<file path="src/rtl/timer_module_map.vh">
`ifndef TIMER_MODULE_MAP_VH
`define TIMER_MODULE_MAP_VH
// register index inside one timer window
`define REG_CTRL0 3'h0
`define REG_CTRL1 3'h1
`define REG_CNT_LO 3'h2
`define REG_CNT_HI 3'h3
`define REG_CMPA_LO 3'h4
`define REG_CMPA_HI 3'h5
`define REG_CMPP_LO 3'h6
`define REG_CMPP_HI 3'h7
// address fields
`define TIMER_IDX_HI 6
`define TIMER_IDX_LO 5
`define REG_IDX_HI 4
`define REG_IDX_LO 2
`define ADDR_PIN_SEL 8'h80
`define ADDR_PIN_STAT 8'h84
// control 0 fields
`define F_PAUSE 7
`define F_CKS_HI 6
`define F_CKS_LO 4
`define F_ON 3
`define F_RP3_HI 2
// control 1 fields
`define F_MODE_HI 7
`define F_MODE_LO 6
`define F_IO_HI 5
`define F_IO_LO 4
`define F_OC 3
`define F_POL 2
`define F_DPX 1
`define F_CCLR 0
// reset values
`define RST_CTRL 8'h00
`define RST_CMP 10'h000
`define RST_PIN_SEL 6'h00
// operating modes
`define MODE_CMP 2'h0
`define MODE_CAP 2'h1
`define MODE_PWM 2'h2
`define MODE_TMR 2'h3
// counter clock selects
`define CKS_SYS4 3'h0
`define CKS_SYS 3'h1
`define CKS_H16 3'h2
`define CKS_H64 3'h3
`define CKS_SUB0 3'h4
`define CKS_SUB1 3'h5
`define CKS_EXT_RISE 3'h6
`define CKS_EXT_FALL 3'h7
// compare output actions
`define IO_HOLD 2'h0
`define IO_LOW 2'h1
`define IO_HIGH 2'h2
`define IO_TOGGLE 2'h3
// capture edges, single pulse select
`define CAP_RISE 2'h0
`define CAP_FALL 2'h1
`define CAP_BOTH 2'h2
`define IO_SINGLE 2'h3
// bus responses
`define RESP_OKAY 2'h0
`define RESP_SLVERR 2'h2
// timing
`define SYS_CLK_HZ 25000000
`define SUB_CLK_HZ 32768
`define SUB_DIV_CYCLES (`SYS_CLK_HZ / `SUB_CLK_HZ)
`define PRE_SYS4_MASK 6'h03
`define PRE_H16_MASK 6'h0F
`define PRE_H64_MASK 6'h3F
`endif

</file>
<file path="src/rtl/timer_core.v">
`timescale 1ns/1ps
`include "timer_module_map.vh"
module timer_core #(
    parameter PERIODIC = 1,
    parameter WIDTH = 10
) (
    input wire aclk,
    input wire aresetn,
    input wire [4:0] ticks,
    input wire [7:0] ctrl0,
    input wire [7:0] ctrl1,
    input wire [WIDTH-1:0] ccra,
    input wire [WIDTH-1:0] ccrp,
    input wire ext_clk_pin,
    input wire cap_pin,
    output reg [WIDTH-1:0] cnt_q,
    output reg match_a_q,
    output reg match_p_q,
    output reg cap_q,
    output reg out_q
);
    reg [2:0] ck_s_q;
    reg [2:0] cp_s_q;
    reg on_q;
    reg sp_q;
    reg tick;
    reg cap_ev;
    wire on = ctrl0[`F_ON];
    wire [2:0] cks = ctrl0[`F_CKS_HI:`F_CKS_LO];
    wire [1:0] mode = ctrl1[`F_MODE_HI:`F_MODE_LO];
    wire [1:0] io = ctrl1[`F_IO_HI:`F_IO_LO];
    wire oc = ctrl1[`F_OC];
    wire dpx = ctrl1[`F_DPX];
    wire ck_rise = ck_s_q[1] & ~ck_s_q[2];
    wire ck_fall = ~ck_s_q[1] & ck_s_q[2];
    wire cp_rise = cp_s_q[1] & ~cp_s_q[2];
    wire cp_fall = ~cp_s_q[1] & cp_s_q[2];
    wire pwm = (mode == `MODE_PWM);
    wire single = (PERIODIC != 0) && pwm && (io == `IO_SINGLE);
    wire a_hit = (cnt_q == ccra);
    wire p_hit = (ccrp == {WIDTH{1'b0}}) ? &cnt_q : (cnt_q == ccrp);
    wire clr_hit = pwm ? (dpx ? a_hit : p_hit)
                       : (ctrl1[`F_CCLR] ? a_hit : p_hit);
    wire [WIDTH-1:0] duty = dpx ? ccrp : ccra;
    wire act = (cnt_q < duty) & (~single | sp_q);
    wire run = on & ~ctrl0[`F_PAUSE] & (~single | sp_q);
    wire step = run & tick;

    // counter clock choice
    always @* begin
        case (cks)
            `CKS_SYS4: tick = ticks[0]; // [RULE5]
            `CKS_SYS: tick = ticks[1];
            `CKS_H16: tick = ticks[2];
            `CKS_H64: tick = ticks[3];
            `CKS_SUB0, `CKS_SUB1: tick = ticks[4];
            `CKS_EXT_RISE: tick = ck_rise & ~single; // [RULE6]
            default: tick = ck_fall & ~single;
        endcase
    end

    // capture edge choice
    always @* begin
        case (io)
            `CAP_RISE: cap_ev = cp_rise; // [RULE8]
            `CAP_FALL: cap_ev = cp_fall;
            `CAP_BOTH: cap_ev = cp_rise | cp_fall;
            default: cap_ev = 1'b0;
        endcase
    end

    always @(posedge aclk) begin
        if (!aresetn) begin
            ck_s_q <= 3'h0;
            cp_s_q <= 3'h0;
            on_q <= 1'b0;
            sp_q <= 1'b0;
            cnt_q <= {WIDTH{1'b0}};
            match_a_q <= 1'b0;
            match_p_q <= 1'b0;
            cap_q <= 1'b0;
            out_q <= 1'b0;
        end else begin
            ck_s_q <= {ck_s_q[1:0], ext_clk_pin}; // [RULE15]
            cp_s_q <= {cp_s_q[1:0], cap_pin}; // [RULE15]
            on_q <= on;
            match_a_q <= step & a_hit; // [RULE4]
            match_p_q <= step & p_hit; // [RULE4]
            cap_q <= (PERIODIC != 0) & on & (mode == `MODE_CAP) & cap_ev;
            if (on & ~on_q) begin
                cnt_q <= {WIDTH{1'b0}};
                out_q <= oc;
                sp_q <= 1'b0;
            end else begin
                if (step) begin
                    if (clr_hit) begin
                        cnt_q <= {WIDTH{1'b0}}; // [RULE3]
                    end else begin
                        cnt_q <= cnt_q + 1'b1;
                    end
                end
                if (single & on) begin
                    if (ck_rise & ~sp_q) begin
                        sp_q <= 1'b1; // [RULE7]
                        cnt_q <= {WIDTH{1'b0}};
                    end else if (step & p_hit) begin
                        sp_q <= 1'b0;
                    end
                end
                case (mode)
                    `MODE_CMP: begin
                        if (step & a_hit) begin
                            case (io)
                                `IO_LOW: out_q <= 1'b0; // [RULE10]
                                `IO_HIGH: out_q <= 1'b1;
                                `IO_TOGGLE: out_q <= ~out_q;
                                default: out_q <= out_q;
                            endcase
                        end
                    end
                    `MODE_PWM: begin
                        if (on) begin
                            out_q <= act ? oc : ~oc; // [RULE11]
                        end
                    end
                    default: out_q <= out_q;
                endcase
            end
        end
    end
endmodule

</file>
<file path="src/rtl/timer_module.v">
// Functional notes
// [RULE1] one compact, two periodic 10-bit timers
// [RULE2] capture and single pulse on periodic only
// [RULE3] counter equal comparator raises match, may clear
// [RULE4] two match sources, comparator A and P
// [RULE5] three-bit field picks counter clock source
// [RULE6] external pin counts on chosen edge
// [RULE7] periodic external pin triggers single pulse
// [RULE8] capture edge rising, falling or both
// [RULE9] compact: clock pin; periodic: clock, capture
// [RULE10] compare match sets, clears or toggles output
// [RULE11] primary and inverted output carry PWM
// [RULE12] one select bit per shared output pin
// [RULE13] select one gives pin to timer
// [RULE14] low bytes pass through 8-bit holding buffer
// [RULE15] input pins synchronised before edge detection
//
// Decided for this implementation: the register offsets and the AXI4-Lite slave port.
`timescale 1ns/1ps
`include "timer_module_map.vh"
module timer_module #(
    parameter WIDTH = 10,
    parameter SUB_DIV = `SUB_DIV_CYCLES
) (
    input wire aclk,
    input wire aresetn,
    input wire awvalid,
    output wire awready,
    input wire [7:0] awaddr,
    input wire [2:0] awprot,
    input wire wvalid,
    output wire wready,
    input wire [31:0] wdata,
    input wire [3:0] wstrb,
    output wire bvalid,
    input wire bready,
    output wire [1:0] bresp,
    input wire arvalid,
    output wire arready,
    input wire [7:0] araddr,
    input wire [2:0] arprot,
    output wire rvalid,
    input wire rready,
    output wire [31:0] rdata,
    output wire [1:0] rresp,
    input wire [2:0] timer_ext_clock_pin,
    input wire [1:0] capture_input_pin,
    input wire [5:0] alt_out,
    input wire [5:0] alt_oe,
    output reg [5:0] pin_out,
    output reg [5:0] pin_oe,
    output wire [2:0] match_a,
    output wire [2:0] match_p
);
    localparam integer SUB_LAST_I = SUB_DIV - 1;
    localparam [15:0] SUB_LAST = SUB_LAST_I[15:0];
    integer i;

    reg [7:0] c0_q [0:2];
    reg [7:0] c1_q [0:2];
    reg [WIDTH-1:0] a_q [0:2];
    reg [WIDTH-1:0] rp_q [0:2];
    reg [7:0] buf_q [0:2];
    reg [5:0] psel_q;
    reg [5:0] pin_s_q;
    reg [5:0] pre_q;
    reg [15:0] sub_q;
    reg [4:0] ticks_q;
    reg aw_got_q;
    reg w_got_q;
    reg [7:0] aw_addr_q;
    reg [7:0] w_data_q;
    reg w_strb_q;
    reg bvalid_q;
    reg [1:0] bresp_q;
    reg rvalid_q;
    reg [31:0] rdata_q;
    reg [1:0] rresp_q;
    reg [7:0] rd_val;
    wire [WIDTH-1:0] cnt_w [0:2];
    wire [2:0] cap_w;
    wire [2:0] out_w;
    wire [5:0] tm_lvl;

    // address holds a timer register or a common register
    function addr_ok;
        input [7:0] a;
        begin
            addr_ok = (a == `ADDR_PIN_SEL) || (a == `ADDR_PIN_STAT) ||
                (~a[7] && (a[6:5] != 2'h3) && (a[1:0] == 2'h0) &&
                 ((a[4:3] != 2'h3) || (a[6:5] != 2'h0)));
        end
    endfunction

    wire [1:0] wt = aw_addr_q[`TIMER_IDX_HI:`TIMER_IDX_LO];
    wire [2:0] wr = aw_addr_q[`REG_IDX_HI:`REG_IDX_LO];
    wire [1:0] rt = araddr[`TIMER_IDX_HI:`TIMER_IDX_LO];
    wire [2:0] rr = araddr[`REG_IDX_HI:`REG_IDX_LO];
    wire do_wr = aw_got_q & w_got_q & ~bvalid_q;
    wire wr_ok = addr_ok(aw_addr_q);
    wire do_rd = arvalid & ~rvalid_q;
    wire rd_ok = addr_ok(araddr);
    wire rd_tmr = rd_ok & ~araddr[7];

    assign awready = ~aw_got_q & ~bvalid_q;
    assign wready = ~w_got_q & ~bvalid_q;
    assign bvalid = bvalid_q;
    assign bresp = bresp_q;
    assign arready = ~rvalid_q;
    assign rvalid = rvalid_q;
    assign rdata = rdata_q;
    assign rresp = rresp_q;

    // prescaler and sub clock enables
    always @(posedge aclk) begin
        if (!aresetn) begin
            pre_q <= 6'h00;
            sub_q <= 16'h0000;
            ticks_q <= 5'h00;
        end else begin
            pre_q <= pre_q + 6'h01;
            if (sub_q == SUB_LAST) begin
                sub_q <= 16'h0000;
            end else begin
                sub_q <= sub_q + 16'h0001;
            end
            ticks_q[0] <= (pre_q & `PRE_SYS4_MASK) == `PRE_SYS4_MASK;
            ticks_q[1] <= 1'b1;
            ticks_q[2] <= (pre_q & `PRE_H16_MASK) == `PRE_H16_MASK;
            ticks_q[3] <= (pre_q & `PRE_H64_MASK) == `PRE_H64_MASK;
            ticks_q[4] <= (sub_q == SUB_LAST);
        end
    end

    genvar g;
    generate
        for (g = 0; g < 3; g = g + 1) begin : tmr
            wire [WIDTH-1:0] ccrp;
            wire cap_in;
            if (g == 0) begin : cmp
                assign ccrp = {c0_q[g][`F_RP3_HI:0],
                               {(WIDTH-3){1'b0}}};
                assign cap_in = 1'b0; // [RULE9]
            end else begin : per
                assign ccrp = rp_q[g];
                assign cap_in = capture_input_pin[g-1]; // [RULE9]
            end
            timer_core #(
                .PERIODIC(g != 0), // [RULE1] [RULE2]
                .WIDTH(WIDTH)
            ) u_core (
                .aclk(aclk),
                .aresetn(aresetn),
                .ticks(ticks_q),
                .ctrl0(c0_q[g]),
                .ctrl1(c1_q[g]),
                .ccra(a_q[g]),
                .ccrp(ccrp),
                .ext_clk_pin(timer_ext_clock_pin[g]),
                .cap_pin(cap_in),
                .cnt_q(cnt_w[g]),
                .match_a_q(match_a[g]),
                .match_p_q(match_p[g]),
                .cap_q(cap_w[g]),
                .out_q(out_w[g])
            );
            assign tm_lvl[2*g] = out_w[g] ^ c1_q[g][`F_POL];
            assign tm_lvl[2*g+1] = ~tm_lvl[2*g]; // [RULE11]
        end
    endgenerate

    // read data selection
    always @* begin
        rd_val = 8'h00;
        if (araddr == `ADDR_PIN_SEL) begin
            rd_val = {2'h0, psel_q};
        end else if (araddr == `ADDR_PIN_STAT) begin
            rd_val = {2'h0, pin_s_q};
        end else if (rd_tmr) begin
            case (rr)
                `REG_CTRL0: rd_val = c0_q[rt];
                `REG_CTRL1: rd_val = c1_q[rt];
                `REG_CNT_HI: rd_val = {6'h00, cnt_w[rt][WIDTH-1:8]};
                `REG_CMPA_HI: rd_val = {6'h00, a_q[rt][WIDTH-1:8]};
                `REG_CMPP_HI: rd_val = {6'h00, rp_q[rt][WIDTH-1:8]};
                default: rd_val = buf_q[rt]; // [RULE14]
            endcase
        end
    end

    // bus slave and register file
    always @(posedge aclk) begin
        if (!aresetn) begin
            aw_got_q <= 1'b0;
            w_got_q <= 1'b0;
            aw_addr_q <= 8'h00;
            w_data_q <= 8'h00;
            w_strb_q <= 1'b0;
            bvalid_q <= 1'b0;
            bresp_q <= `RESP_OKAY;
            rvalid_q <= 1'b0;
            rdata_q <= 32'h00000000;
            rresp_q <= `RESP_OKAY;
            psel_q <= `RST_PIN_SEL;
            pin_s_q <= 6'h00;
            pin_out <= 6'h00;
            pin_oe <= 6'h00;
            for (i = 0; i < 3; i = i + 1) begin
                c0_q[i] <= `RST_CTRL;
                c1_q[i] <= `RST_CTRL;
                a_q[i] <= `RST_CMP;
                rp_q[i] <= `RST_CMP;
                buf_q[i] <= 8'h00;
            end
        end else begin
            pin_s_q <= tm_lvl;
            for (i = 0; i < 6; i = i + 1) begin
                pin_out[i] <= psel_q[i] ? tm_lvl[i] : alt_out[i]; // [RULE12]
                pin_oe[i] <= psel_q[i] | alt_oe[i]; // [RULE13]
            end
            if (awvalid & awready) begin
                aw_got_q <= 1'b1;
                aw_addr_q <= awaddr;
            end
            if (wvalid & wready) begin
                w_got_q <= 1'b1;
                w_data_q <= wdata[7:0];
                w_strb_q <= wstrb[0];
            end
            if (bvalid_q & bready) begin
                bvalid_q <= 1'b0;
            end
            if (rvalid_q & rready) begin
                rvalid_q <= 1'b0;
            end
            if (do_rd) begin
                rvalid_q <= 1'b1;
                rdata_q <= {24'h000000, rd_val};
                rresp_q <= rd_ok ? `RESP_OKAY : `RESP_SLVERR;
                if (rd_tmr) begin
                    case (rr)
                        `REG_CNT_HI: buf_q[rt] <= cnt_w[rt][7:0]; // [RULE14]
                        `REG_CMPA_HI: buf_q[rt] <= a_q[rt][7:0]; // [RULE14]
                        `REG_CMPP_HI: buf_q[rt] <= rp_q[rt][7:0]; // [RULE14]
                        default: buf_q[rt] <= buf_q[rt];
                    endcase
                end
            end
            if (do_wr) begin
                aw_got_q <= 1'b0;
                w_got_q <= 1'b0;
                bvalid_q <= 1'b1;
                bresp_q <= wr_ok ? `RESP_OKAY : `RESP_SLVERR;
                if (wr_ok & w_strb_q) begin
                    if (aw_addr_q == `ADDR_PIN_SEL) begin
                        psel_q <= w_data_q[5:0]; // [RULE12]
                    end else if (~aw_addr_q[7]) begin
                        case (wr)
                            `REG_CTRL0: c0_q[wt] <= w_data_q; // [RULE5]
                            `REG_CTRL1: c1_q[wt] <= w_data_q;
                            `REG_CNT_HI: c0_q[wt] <= c0_q[wt];
                            `REG_CMPA_HI:
                                a_q[wt] <= {w_data_q[1:0], buf_q[wt]}; // [RULE14]
                            `REG_CMPP_HI:
                                rp_q[wt] <= {w_data_q[1:0], buf_q[wt]}; // [RULE14]
                            default: buf_q[wt] <= w_data_q; // [RULE14]
                        endcase
                    end
                end
            end
            for (i = 1; i < 3; i = i + 1) begin
                if (cap_w[i]) begin
                    a_q[i] <= cnt_w[i]; // [RULE2] [RULE8]
                end
            end
        end
    end
endmodule

</file>
<file path="config.mk">
export PLATFORM = sky130hd
export DESIGN_NAME = timer_module
export DESIGN_NICKNAME = d
export VERILOG_FILES = /design/src/rtl/timer_core.v /design/src/rtl/timer_module.v
export VERILOG_INCLUDE_DIRS = /design/src /design/src/rtl
export SDC_FILE = /design/constraint.sdc
export NUM_CORES = 1
export LEC_CHECK = 0
export ABC_AREA = 1
export BUFFER_PORTS_ARGS = -buffer_cell sky130_fd_sc_hd__buf_2
export CORE_MARGIN = 1
export CORE_UTILIZATION = 45
export DETAILED_ROUTE_END_ITERATION = 10
export PLACE_DENSITY = 0.7
export SYNTH_ARGS = -nofsm -noshare
export SYNTH_HDL_FRONTEND = slang
export SYNTH_HIERARCHICAL = 1
export SYNTH_SLANG_ARGS = --single-unit
export TNS_END_PERCENT = 50
</file>
<file path="constraint.sdc">
create_clock -name aclk -period 2.5 [get_ports aclk]
set_input_delay 0.5 -clock aclk [delete_from_list [all_inputs] [get_ports aclk]]
set_output_delay 0.5 -clock aclk [all_outputs]
set_load 0.05 [all_outputs]
</file>
* Yosys cells after proc, flatten, opt, wreduce, memory -nomap -nowiden *
Memory sizes are Yosys's and may differ from the RTL's. A register that Yosys moved wholly into a read port is not among the register bits.
Index checks and enable logic that the tools add are counted.

storage, ports and cells
  bits in read-only memories = 0
  register bits after elaboration = 145
  latch bits = 0
  bits in writable memories = 132
  output and inout bits = 59
  memories kept = 5

cells by class
  reductions and logical operators = 64
  shift-type cells = 0
  bitwise logic cells = 114
  multiplexer cells = 166
  $lt $le $gt $ge = 4
  div/mod/pow operators = 0
  multiply operators = 0
  add/subtract/negate cells = 5
  equal/unequal tests = 70

memories
  name   depth  bits a word  rd ports  clocked after memory_dff  wr ports  line               text
  a_q    3      10           4         0                         3         timer_module.v:61  reg [WIDTH-1:0] a_q [0:2];
  rp_q   3      10           3         0                         3         timer_module.v:62  reg [WIDTH-1:0] rp_q [0:2];
  buf_q  3      8            2         1                         3         timer_module.v:63  reg [7:0] buf_q [0:2];
  c0_q   3      8            4         0                         3         timer_module.v:59  reg [7:0] c0_q [0:2];
  c1_q   3      8            4         0                         3         timer_module.v:60  reg [7:0] c1_q [0:2];

operators by type and width
  operator                                         number
  two-way mux 10 bit                               18
  two-way mux 1 bit                                113
  two-way mux 8 bit                                11
  == test 10 bit                                   6
  bitwise AND 1 bit                                56
  one-hot mux 8 bit (5 select lines)               1
  == test 3 bit, second input constant             13
  NOT 1 bit                                        38
  == test 8 bit, second input constant             4
  OR reduction 8 bit                               4
  adder 10 x 1 -> 10 bit, second input constant    3
  logical NOT 10 bit                               3
  less-than comparator 10 bit                      3
  AND reduction 10 bit                             3
  == test 2 bit, second input constant             12
  == test 3 x 2 -> 1 bit, second input constant    8
  two-way mux 2 bit                                11
  binary-select mux 10 bit (select 2 bit)          1
  OR reduction 10 bit                              2
  one-hot mux 1 bit (6 select lines)               3
  adder 16 x 1 -> 16 bit, second input constant    1
  == test 16 x 10 -> 1 bit, second input constant  1
  OR 1 bit                                         16
  OR reduction 2 bit                               8
  other kinds (27)                                 84

* Logic depth before layout (Yosys ltp) *
  depth in word-level cells = 15
  depth in mapped cells = 16
  depth with buffers taken out = 15

* By module *
Netlist, hierarchy kept.

by module, submodules not included
  module                           cells each  area an instance (sq um)  instances
  timer_module                     1445        12246.7                   1
  timer_core at tmr[1].u_core ...  344         1998.2                    2
  timer_core at tmr[0].u_core      286         1652.8                    1

* Worst setup path before layout *
No wires, ideal clock.

  path kind = reg2reg
  from = register rvalid_q, in the netlist rvalid
  to = memory buf_q[1][1], data pin
  required time = 2237 ps
  slack = 387 ps
  cell stages (with the launch flop) = 10
  period minus slack after synthesis = 2113 ps
  library setup time = 263 ps
  data arrival time = 1850 ps
  path buffers = 1
  cell sequence = dfxtp_1 -> inv_2 -> nand2_1 -> nor2_2 -> nand3_4 -> a21oi_4 -> buf_6 -> nand4_1 -> nand2_1 -> o21ai_0

RTL lines
  item                    line                text
  start, declared         timer_module.v:76   reg rvalid_q;
  start signal, assigned  timer_module.v:201  rvalid_q <= 1'b0;
  start signal, assigned  timer_module.v:234  rvalid_q <= 1'b0;
  start signal, assigned  timer_module.v:237  rvalid_q <= 1'b1;
  end, declared           timer_module.v:63

==> summary.txt <==
Worst setup path
  • Worst path most repeated cell: nand2_1
  • CP max-delay cell: edfxtp_1
  • Max FO, Critical Path: 19
  • Crit Path Category: reg -> reg
  • Startpoint Class: flip-flop
  • Reg-to-Reg Start: c1_q[2][1]
  • Slowest Stage Delay on Critical Path: 0.75 ns
  • Worst Setup SP: c1_q[2][1]
  • Worst EP required: 2.95 ns
  • Critical path data arrival time: 2.70 ns
  • CP cell instances: o21ai_0, ha_1, nand2_1, inv_1, nand3_1, a21oi_1, nor2_1, nand2_1, nand2_1, nand3_1, nand2_1, nand2_1, a21oi_2
  • Crit path capture type: flip-flop

Status
  • Status: complete, no violations

Power and ir drop
  • P_sw: 3550 µW
  • Internal Power: 9800 µW
  • Power per cell area: 647 nW/µm²
  • Seq pwr share: 0.450
  • Peak supply drop: 520 µV
  • Clock power share: 0.444
  • Switching portion of total power: 0.266
  • Gate power share: 0.106
  • Leak: 0.00931 µW

Floorplan
  • Initial Util: 0.460
  • Ports: 141
  • Die ar.: 40500 µm²
  • Row count: 72
  • Die extent in x: 201 µm
  • Die Y: 201 µm
  • Core area: 38900 µm²

Clock network
  • Total CTS buffers: 37
  • # Post-CTS Setup Buffers: 0
  • Post-cts repair resize count: 0
  • CTS tree: done
  • Clock Latency Late Sink: 0.56 ns
  • Clock tree sinks: 321
  • Clock root cell: clkbuf_16
  • Max clock buf depth: 3
  • Hold buffers post-CTS: 0
  • Clock transition at path regs: 0.06 ns
  • Max H-tree Level: 2

Detailed routing
  • Drt first pass iters: 8
  • Vias per cell: 5.17
  • DRT iter0 DRCs: 1726
  • Routed Antenna Nets: 0
  • Detailed Route WL: 53600 µm
  • Drt wl/cell: 17.0 µm
  • DR vias: 16315
  • # DRC: 0

Synthesis
  • Synth warnings: 6
  • Syn Inst Count: 2417
  • Mean post-synth cell area: 7.40 µm²
  • Mapped Area: 17900 µm²

STA
  • Max-slew headroom: 0.564
  • Setup ws final: 0.246 ns
  • Setup TNS: 0 ns
  • Final-report hold violation count: 0
  • Final Cycle Share: 0.901
  • Fin. max-slew vios: 0
  • Final setup vio count: 0
  • Final min period: 2.25 ns
  • Clock skew: 0.0134 ns
  • RSZ-0062 raised after global routing: no
  • Slew @ Worst Pin: 0.649 ns
  • Highest clock rate: 444 MHz

Placement
  • Hpwl dp: 40600 µm
  • GPL Wtd Cong: 0.968
  • Dpl ws: 0.197 ns
  • I/O Buffers: 81

GRT
  • Initial antenna violation count: 0
  • Pin count of the biggest net entering global routing: 40
  • Overflow after GRT: 0
  • First-pass GRT wire length: 84600 µm
  • Vias in the first global route: 15689
  • Total GRT Usage: 0.268

Final layout
  • Layout area overhead: 15.4%
  • Multi-input gate area in the final layout: 8430 µm²
  • Antenna cell count: 0
  • # fillers: 3708
  • Share of cells above drive strength 1: 0.124
  • Fin nets: 2726
  • FF+latch area: 8190 µm²

Flow run
  • Maxcap violations: 0

Hold path
  • Hold/Removal Path Class: in -> reg
  • Min-delay src: timer_ext_clock_pin[2]
path summary, 6_finish.rpt:
kind	cells past startpoint	end	slack (ns)
setup reg to reg	13	tmr[2].u_core/out_q	0.25
setup / recovery	13	tmr[2].u_core/out_q	0.25
hold / removal	3	tmr[2].u_core/ck_s_q[0]	0.13
hold reg to reg	2	tmr[2].u_core/ck_s_q[1]	0.41
critical path: cells and delay by family, from the launching register on:
family          cells  cell delay, ns
fa+ha+maj           1            0.33
simple gates        8            0.54
buf+inv             1            0.06
compound gates      3            0.46
flops               1            0.75
state kept, by name, summed over array words and instances (netlist names), 8 cells and up, named ones only:
name,count
a_q,40
rp_q,40
buf_q,32
c0_q,32
c1_q,32
tmr.u_core/cnt_q,30
sub_q,16
tmr.u_core/ck_s_q,9
aw_addr_q,8
rdata,8
w_data_q,8
final cells by class:
class | count | area share
clock buffers | 47 | 0.0487
clock inverters | 21 | 0.0150
inverters | 296 | 0.0538
multi-input cells | 1807 | 0.409
flip-flops and latches | 321 | 0.397
well taps | 518 | 0.0314
repair buffers | 144 | 0.0456
per-stage QoR:
stage	hold WS [ns]	util	instance area [µm²]	total power, µW	cells
floorplan	0.390	-	18200	7000	2514
detailed placement	0.403	0.496	19300	7500	3085
global route	0.123	0.530	20600	13800	3154
finish	0.125	0.530	20600	13300	3154
CTS	0.102	0.530	20600	13400	3153
global placement	0.393	0.496	19300	7460	3085
placed cells by master, fill, tap and decap left out, types with 15 or more instances in the layout:
| cell | count |
|---|---|
| nand4_1 | 40 |
| edfxtp_1 | 176 |
| conb_1 | 98 |
| o21ai_0 | 81 |
| dfxtp_1 | 145 |
| inv_1 | 264 |
| xor2_1 | 16 |
| clkbuf_16 | 38 |
| ha_1 | 37 |
| nor2_2 | 30 |
| buf_2 | 81 |
| xnor2_1 | 15 |
| buf_4 | 58 |
| inv_2 | 27 |
| a21oi_1 | 87 |
| o21ai_1 | 23 |
| nand3_1 | 117 |
| nor3_1 | 17 |
| nor2_1 | 289 |
| nand2_1 | 837 |
power by group through the flow:
stage	clock network (µW)	logic, µW	registers, µW
3_3_place_gp	0	1360	6100
4_1_cts	6000	1390	6000
3_5_place_dp	0	1390	6110
6_report	5930	1420	6000
5_1_grt	6190	1550	6020
2_1_floorplan	0	893	6110
per-layer routing:
| metal | vias up | share of wire | GRT usage |
|---|---|---|---|
| li1 | 7985 | - | - |
| met4 | 0 | 0.045 | 0.131 |
| met5 | - | 0 | 0 |
| met2 | 753 | 0.46 | 0.442 |
| met3 | 138 | 0.084 | 0.0429 |
| met1 | 7439 | 0.41 | 0.341 |
No activity file was read; power rests on OpenSTA's default activity.
